### config.mk
export PLATFORM = sky130hd
export DESIGN_NAME = jesd_transport_lane_mapper
export DESIGN_NICKNAME = d
export VERILOG_FILES = /design/src/verilog/lane_mapper_regs_dummy_guard.v /design/src/verilog/link_mode_decode.v /design/src/verilog/jesd_transport_lane_mapper.v
export VERILOG_INCLUDE_DIRS = /design/src /design/src/verilog
export SDC_FILE = /design/constraint.sdc
export NUM_CORES = 1
export LEC_CHECK = 0
export BUFFER_PORTS_ARGS = -buffer_cell sky130_fd_sc_hd__clkbuf_2
export CAP_MARGIN = 20
export CORE_AREA = 5 5 172 174
export CTS_CLUSTER_DIAMETER = 200
export DETAILED_ROUTE_END_ITERATION = 6
export DIE_AREA = 0 0 177 179
export SYNTH_ARGS = -nofsm -noshare
export SYNTH_HDL_FRONTEND = slang
export SYNTH_SLANG_ARGS = --single-unit
### constraint.sdc
create_clock -name clk -period 2.7 [get_ports clk]
set_clock_uncertainty 0.2 [all_clocks]
set_input_delay 0.54 -clock clk [delete_from_list [all_inputs] [get_ports clk]]
set_output_delay 0.54 -clock clk [all_outputs]
set_load 0.03 [all_outputs]
### src/verilog/lane_mapper_regs.vh
// register map, field positions, reset values and mode codes of the lane mapper
// assumes a 32-bit AHB-Lite register bus with one register per aligned word
`ifndef LANE_MAPPER_REGS_VH
`define LANE_MAPPER_REGS_VH

// ------------------------------------------------------------
// register byte offsets
// ------------------------------------------------------------
`define OFS_CTRL 6'h00
`define OFS_DEVCFG 6'h04
`define OFS_DEVID 6'h08
`define OFS_KFRAMES 6'h0C
`define OFS_STATUS 6'h10
`define OFS_LANE_PWR 6'h14

// ------------------------------------------------------------
// control register fields
// ------------------------------------------------------------
`define CTRL_MODE_LSB 0
`define CTRL_MODE_MSB 4
`define CTRL_SHUT_A 8
`define CTRL_SHUT_B 9
`define CTRL_KEEP_A 10
`define CTRL_KEEP_B 11
`define CTRL_LINK_EN 12

// ------------------------------------------------------------
// status register fields
// ------------------------------------------------------------
`define ST_MODE_OK 0
`define ST_DES 1
`define ST_LANES_LSB 4
`define ST_LANES_MSB 7
`define ST_RATE_LSB 8
`define ST_RATE_MSB 12
`define ST_K_OK 13
`define ST_ALL_OFF 14
`define ST_PIN_DOWN 15

// ------------------------------------------------------------
// reset values
// ------------------------------------------------------------
`define RST_MODE 5'h04
`define RST_DEVCFG 8'h00
`define RST_DEVID 8'h00
`define RST_KFRAMES 6'h20

// ------------------------------------------------------------
// link modes and frame length limits
// ------------------------------------------------------------
`define MODE_S2 5'h04
`define MODE_S4 5'h05
`define MODE_D2 5'h06
`define MODE_D4 5'h07
`define MODE_S8 5'h11
`define MODE_D8 5'h12
`define K_MIN 6'h12
`define K_MAX 6'h20
`define DEVCFG_RUN0 8'h00
`define DEVCFG_RUN1 8'h01

// line rate per lane, in quarter bits per device clock
`define RATE_X4_L2 5'h14
`define RATE_X4_L4 5'h0A
`define RATE_X4_L8 5'h05

// idle toggling octet for spare lanes kept alive
`define KEEPALIVE_OCTET 8'h55

`endif

### src/verilog/lane_mapper_regs_dummy_guard.v
`timescale 1ns/1ps

### src/verilog/link_mode_decode.v
// decodes the link mode selector into the derived link parameters
// assumes a settled selector; purely combinational
`timescale 1ns/1ps
`default_nettype none

module link_mode_decode
(
    input wire [4:0] link_mode_select,
    output reg mode_ok,
    output reg des,
    output reg [3:0] lanes,
    output reg [4:0] rate_x4
);

`include "lane_mapper_regs.vh"

// ------------------------------------------------------------
// mode table; one octet per frame, 8-bit samples in all modes
// ------------------------------------------------------------
always @*
begin
    mode_ok = 1'b1;
    des = 1'b0;
    lanes = 4'h0;
    rate_x4 = 5'h00;
    case (link_mode_select)
        `MODE_S2:
        begin
            des = 1'b1;
            lanes = 4'h2;
            rate_x4 = `RATE_X4_L2;
        end
        `MODE_S4:
        begin
            des = 1'b1;
            lanes = 4'h4;
            rate_x4 = `RATE_X4_L4;
        end
        `MODE_D2:
        begin
            lanes = 4'h2;
            rate_x4 = `RATE_X4_L2;
        end
        `MODE_D4:
        begin
            lanes = 4'h4;
            rate_x4 = `RATE_X4_L4;
        end
        `MODE_S8:
        begin
            des = 1'b1;
            lanes = 4'h8;
            rate_x4 = `RATE_X4_L8;
        end
        `MODE_D8:
        begin
            lanes = 4'h8;
            rate_x4 = `RATE_X4_L8;
        end
        default:
            mode_ok = 1'b0;
    endcase
end

endmodule

`default_nettype wire

### src/verilog/jesd_transport_lane_mapper.v
// transport-layer sample to lane mapper with lane power control
// assumes one frame of samples per device clock and an AHB-Lite master
// on the same clock; the serializer and link layer sit downstream
//
// The placing of the registers and the AHB-Lite register port were decided locally.
`timescale 1ns/1ps
`default_nettype none

module jesd_transport_lane_mapper
(
    input wire clk,
    input wire rst,
    input wire hsel,
    input wire [31:0] haddr,
    input wire [1:0] htrans,
    input wire hwrite,
    input wire [2:0] hsize,
    input wire [31:0] hwdata,
    input wire hready,
    output wire hreadyout,
    output reg [31:0] hrdata,
    output wire hresp,
    input wire shutdown_pin,
    input wire [127:0] sample_data,
    input wire sample_valid,
    output reg [63:0] link_a_lane,
    output reg [63:0] link_b_lane,
    output reg [7:0] link_a_lane_pwr,
    output reg [7:0] link_b_lane_pwr,
    output reg frame_valid,
    output reg [7:0] link_a_devid,
    output reg [7:0] link_b_devid,
    output wire [23:0] link_a_lane_id,
    output wire [23:0] link_b_lane_id,
    output reg [4:0] lane_rate_x4,
    output reg link_enable,
    output reg relink_req
);

`include "lane_mapper_regs.vh"

parameter LANES_PER_LINK = 8;

// ------------------------------------------------------------
// helpers
// ------------------------------------------------------------
function [7:0] octet_at;
    input [127:0] frame;
    input integer idx;
    begin
        octet_at = frame[idx * 8 +: 8];
    end
endfunction

function [7:0] lane_mask;
    input [3:0] used;
    integer n;
    begin
        lane_mask = 8'h00;
        for (n = 0; n < 8; n = n + 1)
            if (n < used)
                lane_mask[n] = 1'b1;
    end
endfunction

// ------------------------------------------------------------
// registers
// ------------------------------------------------------------
reg [4:0] link_mode_select;
reg chan_a_shutdown;
reg chan_b_shutdown;
reg spare_lane_keepalive_a;
reg spare_lane_keepalive_b;
reg [7:0] devcfg_mode;
reg [7:0] devid;
reg [5:0] kframes;

// ------------------------------------------------------------
// derived link parameters
// ------------------------------------------------------------
wire mode_ok;
wire des;
wire [3:0] lanes;
wire [4:0] rate_x4;

link_mode_decode u_decode
(
    .link_mode_select(link_mode_select),
    .mode_ok(mode_ok),
    .des(des),
    .lanes(lanes),
    .rate_x4(rate_x4)
);

// frame length must sit in range and be even
wire k_ok = (kframes >= `K_MIN) && (kframes <= `K_MAX) && !kframes[0];

// ------------------------------------------------------------
// shutdown pin synchroniser
// ------------------------------------------------------------
reg pin_s1;
reg pin_s2;
reg pin_s3;
reg pin_down;

always @(posedge clk)
begin
    if (rst)
    begin
        pin_s1 <= 1'b0;
        pin_s2 <= 1'b0;
        pin_s3 <= 1'b0;
        pin_down <= 1'b0;
    end
    else
    begin
        pin_s1 <= shutdown_pin;
        pin_s2 <= pin_s1;
        pin_s3 <= pin_s2;
        if (pin_s2 == pin_s3)
            pin_down <= pin_s3;
    end
end

// ------------------------------------------------------------
// power decisions
// ------------------------------------------------------------
// unlisted modes have no defined lanes, so nothing is driven
wire mode_off = !mode_ok;
wire cfg_off = (devcfg_mode != `DEVCFG_RUN0) && (devcfg_mode != `DEVCFG_RUN1);
wire all_off = pin_down || cfg_off || mode_off;
// in single-channel mode both links carry channel A
wire link_a_shut = chan_a_shutdown;
wire link_b_shut = des ? chan_a_shutdown : chan_b_shutdown;
wire [7:0] used_mask = lane_mask(lanes);

reg [7:0] next_pwr_a;
reg [7:0] next_pwr_b;

always @*
begin
    next_pwr_a = 8'h00;
    next_pwr_b = 8'h00;
    if (!all_off)
    begin
        if (!link_a_shut)
            next_pwr_a = used_mask | {8{spare_lane_keepalive_a}};
        if (!link_b_shut)
            next_pwr_b = used_mask | {8{spare_lane_keepalive_b}};
    end
end

// ------------------------------------------------------------
// sample to lane mapping
// ------------------------------------------------------------
// octet bit 7 is the sample MSB and goes out first; with eight
// bit samples and one octet per frame there are no tail bits
reg [63:0] next_lane_a;
reg [63:0] next_lane_b;
integer i;

always @*
begin
    next_lane_a = 64'h0;
    next_lane_b = 64'h0;
    for (i = 0; i < LANES_PER_LINK; i = i + 1)
    begin
        if (used_mask[i])
        begin
            if (des)
            begin
                next_lane_a[i * 8 +: 8] = octet_at(sample_data, 2 * i);
                next_lane_b[i * 8 +: 8] = octet_at(sample_data, 2 * i + 1);
            end
            else
            begin
                next_lane_a[i * 8 +: 8] = octet_at(sample_data, i);
                next_lane_b[i * 8 +: 8] = octet_at(sample_data, 8 + i);
            end
        end
        else
        begin
            if (spare_lane_keepalive_a)
                next_lane_a[i * 8 +: 8] = `KEEPALIVE_OCTET;
            if (spare_lane_keepalive_b)
                next_lane_b[i * 8 +: 8] = `KEEPALIVE_OCTET;
        end
        if (!next_pwr_a[i])
            next_lane_a[i * 8 +: 8] = 8'h00;
        if (!next_pwr_b[i])
            next_lane_b[i * 8 +: 8] = 8'h00;
    end
end

// spare lanes flip their idle octet every clock to keep toggling
reg keep_phase;

always @(posedge clk)
begin
    if (rst)
    begin
        link_a_lane <= 64'h0;
        link_b_lane <= 64'h0;
        link_a_lane_pwr <= 8'h00;
        link_b_lane_pwr <= 8'h00;
        frame_valid <= 1'b0;
        keep_phase <= 1'b0;
    end
    else
    begin
        keep_phase <= !keep_phase;
        link_a_lane <= keep_phase ? (next_lane_a ^ keep_mask(used_mask, next_pwr_a))
            : next_lane_a;
        link_b_lane <= keep_phase ? (next_lane_b ^ keep_mask(used_mask, next_pwr_b))
            : next_lane_b;
        link_a_lane_pwr <= next_pwr_a;
        link_b_lane_pwr <= next_pwr_b;
        frame_valid <= sample_valid && !all_off;
    end
end

// inverts the octets of spare lanes that are powered
function [63:0] keep_mask;
    input [7:0] used;
    input [7:0] pwr;
    integer n;
    begin
        keep_mask = 64'h0;
        for (n = 0; n < 8; n = n + 1)
            if (!used[n] && pwr[n])
                keep_mask[n * 8 +: 8] = 8'hFF;
    end
endfunction

// ------------------------------------------------------------
// identifiers and rate
// ------------------------------------------------------------
genvar g;
generate
    for (g = 0; g < LANES_PER_LINK; g = g + 1)
    begin : g_lid
        localparam [2:0] LID = g;
        assign link_a_lane_id[g * 3 +: 3] = LID;
        assign link_b_lane_id[g * 3 +: 3] = LID;
    end
endgenerate

// leaving power-down asks the link layer to resynchronise
reg was_off;

always @(posedge clk)
begin
    if (rst)
    begin
        link_a_devid <= `RST_DEVID;
        link_b_devid <= `RST_DEVID + 8'h01;
        lane_rate_x4 <= 5'h00;
        was_off <= 1'b1;
        relink_req <= 1'b0;
    end
    else
    begin
        link_a_devid <= devid;
        link_b_devid <= devid + 8'h01;
        lane_rate_x4 <= rate_x4;
        was_off <= all_off;
        relink_req <= was_off && !all_off;
    end
end

// ------------------------------------------------------------
// AHB-Lite slave: zero wait states, always OKAY
// ------------------------------------------------------------
assign hreadyout = 1'b1;
assign hresp = 1'b0;

reg wr_pend;
reg [5:0] wr_addr;
wire take = hsel && hready && htrans[1];

wire [31:0] status_word = {16'h0, pin_down, all_off, k_ok, rate_x4, lanes,
    2'b00, des, mode_ok};

reg [31:0] rd_word;

always @*
begin
    case (haddr[5:0])
        `OFS_CTRL:
            rd_word = {19'h0, link_enable, spare_lane_keepalive_b,
                spare_lane_keepalive_a, chan_b_shutdown, chan_a_shutdown,
                3'h0, link_mode_select};
        `OFS_DEVCFG:
            rd_word = {24'h0, devcfg_mode};
        `OFS_DEVID:
            rd_word = {24'h0, devid};
        `OFS_KFRAMES:
            rd_word = {26'h0, kframes};
        `OFS_STATUS:
            rd_word = status_word;
        `OFS_LANE_PWR:
            rd_word = {16'h0, link_b_lane_pwr, link_a_lane_pwr};
        default:
            rd_word = 32'h0;
    endcase
end

// settings are meant to change only with the link disabled
// the block applies them at once regardless
always @(posedge clk)
begin
    if (rst)
    begin
        wr_pend <= 1'b0;
        wr_addr <= 6'h00;
        hrdata <= 32'h0;
        link_mode_select <= `RST_MODE;
        chan_a_shutdown <= 1'b0;
        chan_b_shutdown <= 1'b0;
        spare_lane_keepalive_a <= 1'b0;
        spare_lane_keepalive_b <= 1'b0;
        link_enable <= 1'b0;
        devcfg_mode <= `RST_DEVCFG;
        devid <= `RST_DEVID;
        kframes <= `RST_KFRAMES;
    end
    else
    begin
        wr_pend <= take && hwrite && (haddr[31:6] == 26'h0);
        wr_addr <= haddr[5:0];
        if (take && !hwrite)
            hrdata <= (haddr[31:6] == 26'h0) ? rd_word : 32'h0;
        if (wr_pend)
        begin
            case (wr_addr)
                `OFS_CTRL:
                begin
                    link_mode_select <= hwdata[`CTRL_MODE_MSB:`CTRL_MODE_LSB];
                    chan_a_shutdown <= hwdata[`CTRL_SHUT_A];
                    chan_b_shutdown <= hwdata[`CTRL_SHUT_B];
                    spare_lane_keepalive_a <= hwdata[`CTRL_KEEP_A];
                    spare_lane_keepalive_b <= hwdata[`CTRL_KEEP_B];
                    link_enable <= hwdata[`CTRL_LINK_EN];
                end
                `OFS_DEVCFG:
                    devcfg_mode <= hwdata[7:0];
                `OFS_DEVID:
                    devid <= hwdata[7:0];
                `OFS_KFRAMES:
                    kframes <= hwdata[5:0];
                default:
                    ;
            endcase
        end
    end
end

endmodule

`default_nettype wire

==> results of run 1 <==
-- layout by cell type (no fill, tap or decap), types with 6 or more instances in the layout --
master,instances
nor3_1,7
nor4_1,14
a21oi_1,28
o21ai_0,13
conb_1,66
nor2b_1,21
nand2b_1,6
nor2_1,65
dfxtp_1,219
and3_1,6
inv_1,6
nand3_1,12
clkinv_2,6
clkbuf_2,364
nand2_1,250
clkbuf_16,25
buf_4,32
mux2i_1,32
a22oi_1,8
a31oi_2,10
a31oi_1,90
and2_1,13
-- sequential cells by signal (all words and copies together) (netlist names), 4 cells and up --
| signal | flops |
|---|---|
| link_b_devid | 8 |
| link_b_lane | 64 |
| link_b_lane_pwr | 4 |
| link_a_lane_pwr | 4 |
| link_mode_select | 5 |
| devid | 8 |
| hrdata | 16 |
| link_a_lane | 64 |
| wr_addr | 6 |
| devcfg_mode | 8 |
| kframes | 6 |
| lane_rate_x4 | 4 |
| link_a_devid | 8 |
-- worst paths after layout --
check,cells after the start,to,slack [ns]
hold / removal,2,frame_valid,0.04
hold reg to reg,1,relink_req,0.23
setup reg to reg,8,link_a_lane[30],0.27
setup / recovery,8,link_a_lane[30],0.27
-- where the power goes --
part | switching [W] | total, W | internal (W)
registers | 0.0000154 | 0.00329 | 0.00327
clock network | 0.00134 | 0.00342 | 0.00209
logic | 0.000379 | 0.000543 | 0.000164
total | 0.00173 | 0.00725 | 0.00552
-- kinds of logic after synthesis --
group | Yosys count
fa+ha+maj | 1
other cells | 2
simple gates | 407
xor+xnor | 7
mux | 38
compound gates | 179
buf+inv | 146
flops | 219
-- per-layer routing --
| layer | vias up | wire length (um) | global-route usage |
|---|---|---|---|
| met5 | - | 0 | 0 |
| met3 | 59 | 3093 | 0.04808 |
| li1 | 3961 | - | - |
| met2 | 424 | 16150 | 0.3477 |
| met1 | 3898 | 12220 | 0.2220 |
| met4 | 0 | 1037 | 0.06125 |
-- worst reg2reg max path, cell delays in order, from the launching register on --
cell and delay (ns):
dfxtp_1 0.48, nor2b_1 0.38, o311ai_4 0.16, nor3_4 0.40
nand2b_1 0.18, clkinv_4 0.15, o21ai_2 0.06, buf_4 0.19
a31oi_1 0.17
-- cell type report --
class                           count  area (sq um)  area share
Sequential cell                   219          4384      0.3759
Multi-Input combinational cell    698          3810      0.3266
Timing Repair Buffer              399          2122      0.1819
Clock buffer                       32         691.9     0.05932
Tap cell                          378         473.0     0.04055
Clock inverter                     12         142.6     0.01223
Inverter                            8         35.03    0.003004
Antenna cell                        2         5.005   0.0004291
-- stage by stage --
step                      hold WS (ns)  std cells    util  instance area (sq um)
final                          0.03613       1748  0.4222                  11660
after global routing           0.03346       1748  0.4222                  11660
after CTS                      0.01472       1746  0.4220                  11660
after detailed placement        0.2167       1702  0.3918                  10820
after global placement          0.2079       1702  0.3918                  10820
after floorplan                 0.2057       1063       -                   9031
==> impl_metrics.toml, run 1 <==
[worst_setup_path]
cp.required_ns = 2.94
cp_cell_sequence = "nor2b_1, o311ai_4, nor3_4, nand2b_1, clkinv_4, o21ai_2, buf_4, a31oi_1"
slowest_delay_ns = 0.48
crit_fanout = 9
cp.arrival_ns = 2.67
crit_path_start_kind = "register"
startpoint = "link_mode_select[0]"
critical_path.top_delay_family = "simple AND/OR/NAND/NOR gates"
worstSetupPathType = "reg2reg"
worst_setup_path_end_kind = "register"
crit_buf_inv = 2
rr_startpoint = "link_mode_select[0]"
crit_slowest_cell = "dfxtp_1"

[die]
die_w_um = 177
num_rows = 61
start_util = 0.3182
die_area_sq_um = 31680
die_h_um = 179
core_sq_um = 27630
ios = 454

[finish]
area_growth_pct = 32.68
drive_above_1_share = 0.3428
final_nets = 1556
fillers = 2811

[synth]
ys_async_sr_fraction = 0
synthXorXnorAreaFrac = 0.007828
yosys-top-cells-area = "dfxtp_1, nand2_1, a31oi_1"
synthMuxAreaShare = 0.05053
syn_area_sq_um = 8791
postSynthCellCount = 999
synth_flop_cell = "dfxtp_1"
synth-seq-cells = 219
yosysTopAreaCell = "dfxtp_1"
synth_edf_count = 0
synth-compound-area-share = 0.1416
synth.top_cell.area_share = 0.4987
syn_area_per_cell_sq_um = 8.800
ys_types = 53
synthTopCellsByCount = "nand2_1, dfxtp_1, a31oi_1"
yosysMostFrequentCell = "nand2_1"
synth_warnings = 0
seq_area_frac_synth = 0.4987
synth_fa_ha_area_frac = 0.001423
synth_simple_gate_area_frac = 0.1997
synth_top_family_by_area = "simple AND/OR/NAND/NOR gates"

[sta]
fin_ws_ns = 0.2680
hold_violations = 0
final.period_utilization = 0.9007
fmax_ghz = 0.4112
slew_violations = 0
setup_tns_ns = 0
setup_viol = 0
final.min_clock_period_ns = 2.432
slew_headroom = 0.5558
grt_setup_unrepaired = "false"
tightest_slew_ns = 0.6637

[power_and_ir_drop]
p_leak_nw = 5.612
p_per_area_nw_per_um2 = 621.9
power_w = 0.007253
ir_worst_vdd_v = 0.0004088

[global_route]
grt_pass1_vias = 8254
track_usage = 0.1918
grt_max_degree = 114
grt_pass1_wl_um = 47410
antenna_found_initial = 2
grt-ovfl-total = 0

[routing]
wl_um = 32500
drt_pass1_iterations = 5
drc = 0
ant_nets = 0
num_vias = 8342
drtIter0Drc = 575
viasPerCell = 4.772
routedWlPerCell_um = 18.59

[cts]
insertion_delay_ns = 0.51
clockRootBuffer = "clkbuf_16"
hold_buffers = 0
ctsResizeCount = 0
h-tree-depth = 1
cts_tree = "yes"
cts_buffers = 25
cts.clk_slew.worst_paths_ns = 0.06
numClockSinks = 219
cts_setup_buffers = 0
clockBufferDepth = 3

[outcome]
status = "finished, final reports clean"

[place]
hpwlAfterDp_um = 24770
gp_congestion = 0.8617
dp_slack_ns = 0.2170
io_buffers = 364

[worst_hold_path]
hold_path_class = "in2reg"
hold_start = "sample_valid"

[flow_run]
max_cap_violations = 0
(Power assumes the default switching activity.)
==> run 2, diff against run 1 <==
PLACE_DENSITY_LB_ADDON = 0.12   (was unset)
==> run 2 against run 1 <==
Hold slack worse by 0.0010 ns; final area down 0.49%; via count down 2.8%; non-clock buffer count down 2; wire length down 2.1%; sequential power about the same; sequential share of layout area up 0.19 points; power down 2.4%; critical path type unchanged; largest cell class unchanged; largest power group is now sequential cells.
==> impl_metrics.toml, run 2 (same netlist as run 1, synthesis figures left out) <==
[outcome]
status = "finished, final reports clean"

[worst_setup_path]
crit_buf_inv = 0
cp_cell_sequence = "nor2b_1, o2111a_4, o21ai_4, a31oi_1"
worst_setup_path_end_kind = "register"
cp.arrival_ns = 2.49
cp.required_ns = 2.85
crit_path_start_kind = "register"
slowest_delay_ns = 0.69
critical_path.top_delay_family = "compound AO/OA/AOI/OAI gates"
worstSetupPathType = "reg2reg"
crit_fanout = 23
crit_slowest_cell = "o21ai_4"

[sta]
tightest_slew_ns = 0.8024
setup_viol = 0
fmax_ghz = 0.4267
final.min_clock_period_ns = 2.343
slew_violations = 0
fin_ws_ns = 0.3566
slew_headroom = 0.4630
hold_ws_ns = 0.03512
grt_setup_unrepaired = "false"
final.period_utilization = 0.8679
hold_violations = 0
setup_tns_ns = 0

[power_and_ir_drop]
internal_power_w = 0.005400
p_leak_nw = 5.588
p_switching_w = 0.001677
ir_worst_vdd_v = 0.0003320
combPwrFrac = 0.076
p_per_area_nw_per_um2 = 609.8
switching_share = 0.2369
seqPwrFrac = 0.465
clkPwrFrac = 0.460
power_w = 0.007077

[place]
io_buffers = 364
hpwlAfterDp_um = 24430
gp_congestion = 0.8508
dp_slack_ns = 0.2189

[routing]
num_vias = 8112
drc = 0
viasPerCell = 4.654
drtIter0Drc = 498
ant_nets = 0
drt_pass1_iterations = 5
routedWlPerCell_um = 18.25
wl_um = 31820

[worst_hold_path]
hold_path_class = "in2reg"

[cts]
cts_tree = "yes"
clockRootBuffer = "clkbuf_16"
numClockSinks = 219
cts_buffers = 25
ctsResizeCount = 0
clockBufferDepth = 3
h-tree-depth = 1
cts.clk_slew.worst_paths_ns = 0.06
insertion_delay_ns = 0.51

[die]
die_h_um = 179
num_rows = 61
start_util = 0.3182
core_sq_um = 27630
ios = 454
die_area_sq_um = 31680
die_w_um = 177

[finish]
area_growth_pct = 32.02
reg.largest.list = "link_a_lane: 64 flops, link_b_lane: 64 flops, hrdata: 16 flops"
layout_commonest_cell = "clkbuf_2"
most-common-layout-cells = "clkbuf_2, nand2_1, dfxtp_1"
drive_above_1_share = 0.3404
final_nets = 1554

[global_route]
grt_max_degree = 114
track_usage = 0.1876
antenna_found_initial = 2
grt_pass1_wl_um = 46390
grt-ovfl-total = 0
grt_pass1_vias = 7762

[flow_run]
max_cap_violations = 0
## run 2: cell count changes in the layout (fill, tap and decap cells not counted)
cell,change
clkinv_2,-2
clkinvlp_4,-3
clkbuf_1,+1
nor3_1,-1
buf_4,-2
clkbuf_8,+3
nor3_2,+1
bufinv_16,-2
## run 2: worst paths after layout
path                           to           startpoint  slack [ns]  depth (start not counted)
setup / recovery  link_a_lane[38]  link_mode_select[1]        0.36                          4
setup reg to reg  link_a_lane[38]  link_mode_select[1]        0.36                          4
hold / removal     link_a_lane[3]       sample_data[3]        0.04                          2
hold reg to reg        relink_req              was_off        0.23                          1
## run 2: layout make-up
type | instances | area (sq um)
multi-input cells | 698 | 3815
flip-flops and latches | 219 | 4384
clock buffers | 36 | 737.0
repair buffers | 397 | 2107
inverters | 8 | 35.03
diodes | 2 | 5.005
fillers | 2875 | 16020
well taps | 378 | 473.0
clock inverters | 5 | 50.05
## run 2: metrics by stage
step / cell area (sq um) / std cells / util
5_1_grt: 11610 / 1743 / 0.4201
4_1_cts: 11590 / 1739 / 0.4193
2_1_floorplan: 9031 / 1063 / -
3_5_place_dp: 10800 / 1698 / 0.3909
3_3_place_gp: 10800 / 1698 / 0.3909
6_report: 11610 / 1743 / 0.4201
## run 2: worst register-to-register path, delay by kind of cell, from the launching register on
kind / cells / cell delay, ns
flip-flops: 1 / 0.51
AO/OA/AOI/OAI: 3 / 1.30
AND/OR/NAND/NOR: 1 / 0.17
## run 2: layer usage
metal | vias up | global-route usage | routed length [um]
li1 | 3965 | - | -
met4 | 0 | 0.05190 | 793
met3 | 51 | 0.04154 | 2506
met5 | - | 0 | 0
met2 | 318 | 0.3362 | 16160
met1 | 3778 | 0.2269 | 12350
## run 2: power by group through the flow
stage	registers [W]	logic, W	clock network (W)
2_1_floorplan	0.00342	0.000312	0
3_3_place_gp	0.00336	0.000538	0
3_5_place_dp	0.00336	0.000538	0
4_1_cts	0.00329	0.000539	0.00336
5_1_grt	0.00329	0.000582	0.00350
6_report	0.00329	0.000535	0.00325
## run 2: what timing repair did
| item | 4_1_cts | 5_1_grt |
|---|---|---|
| endpoints found under the setup margin | 0 | 7 |
| buffers inserted | 0 | 2 |
| hold buffers | 0 | 0 |
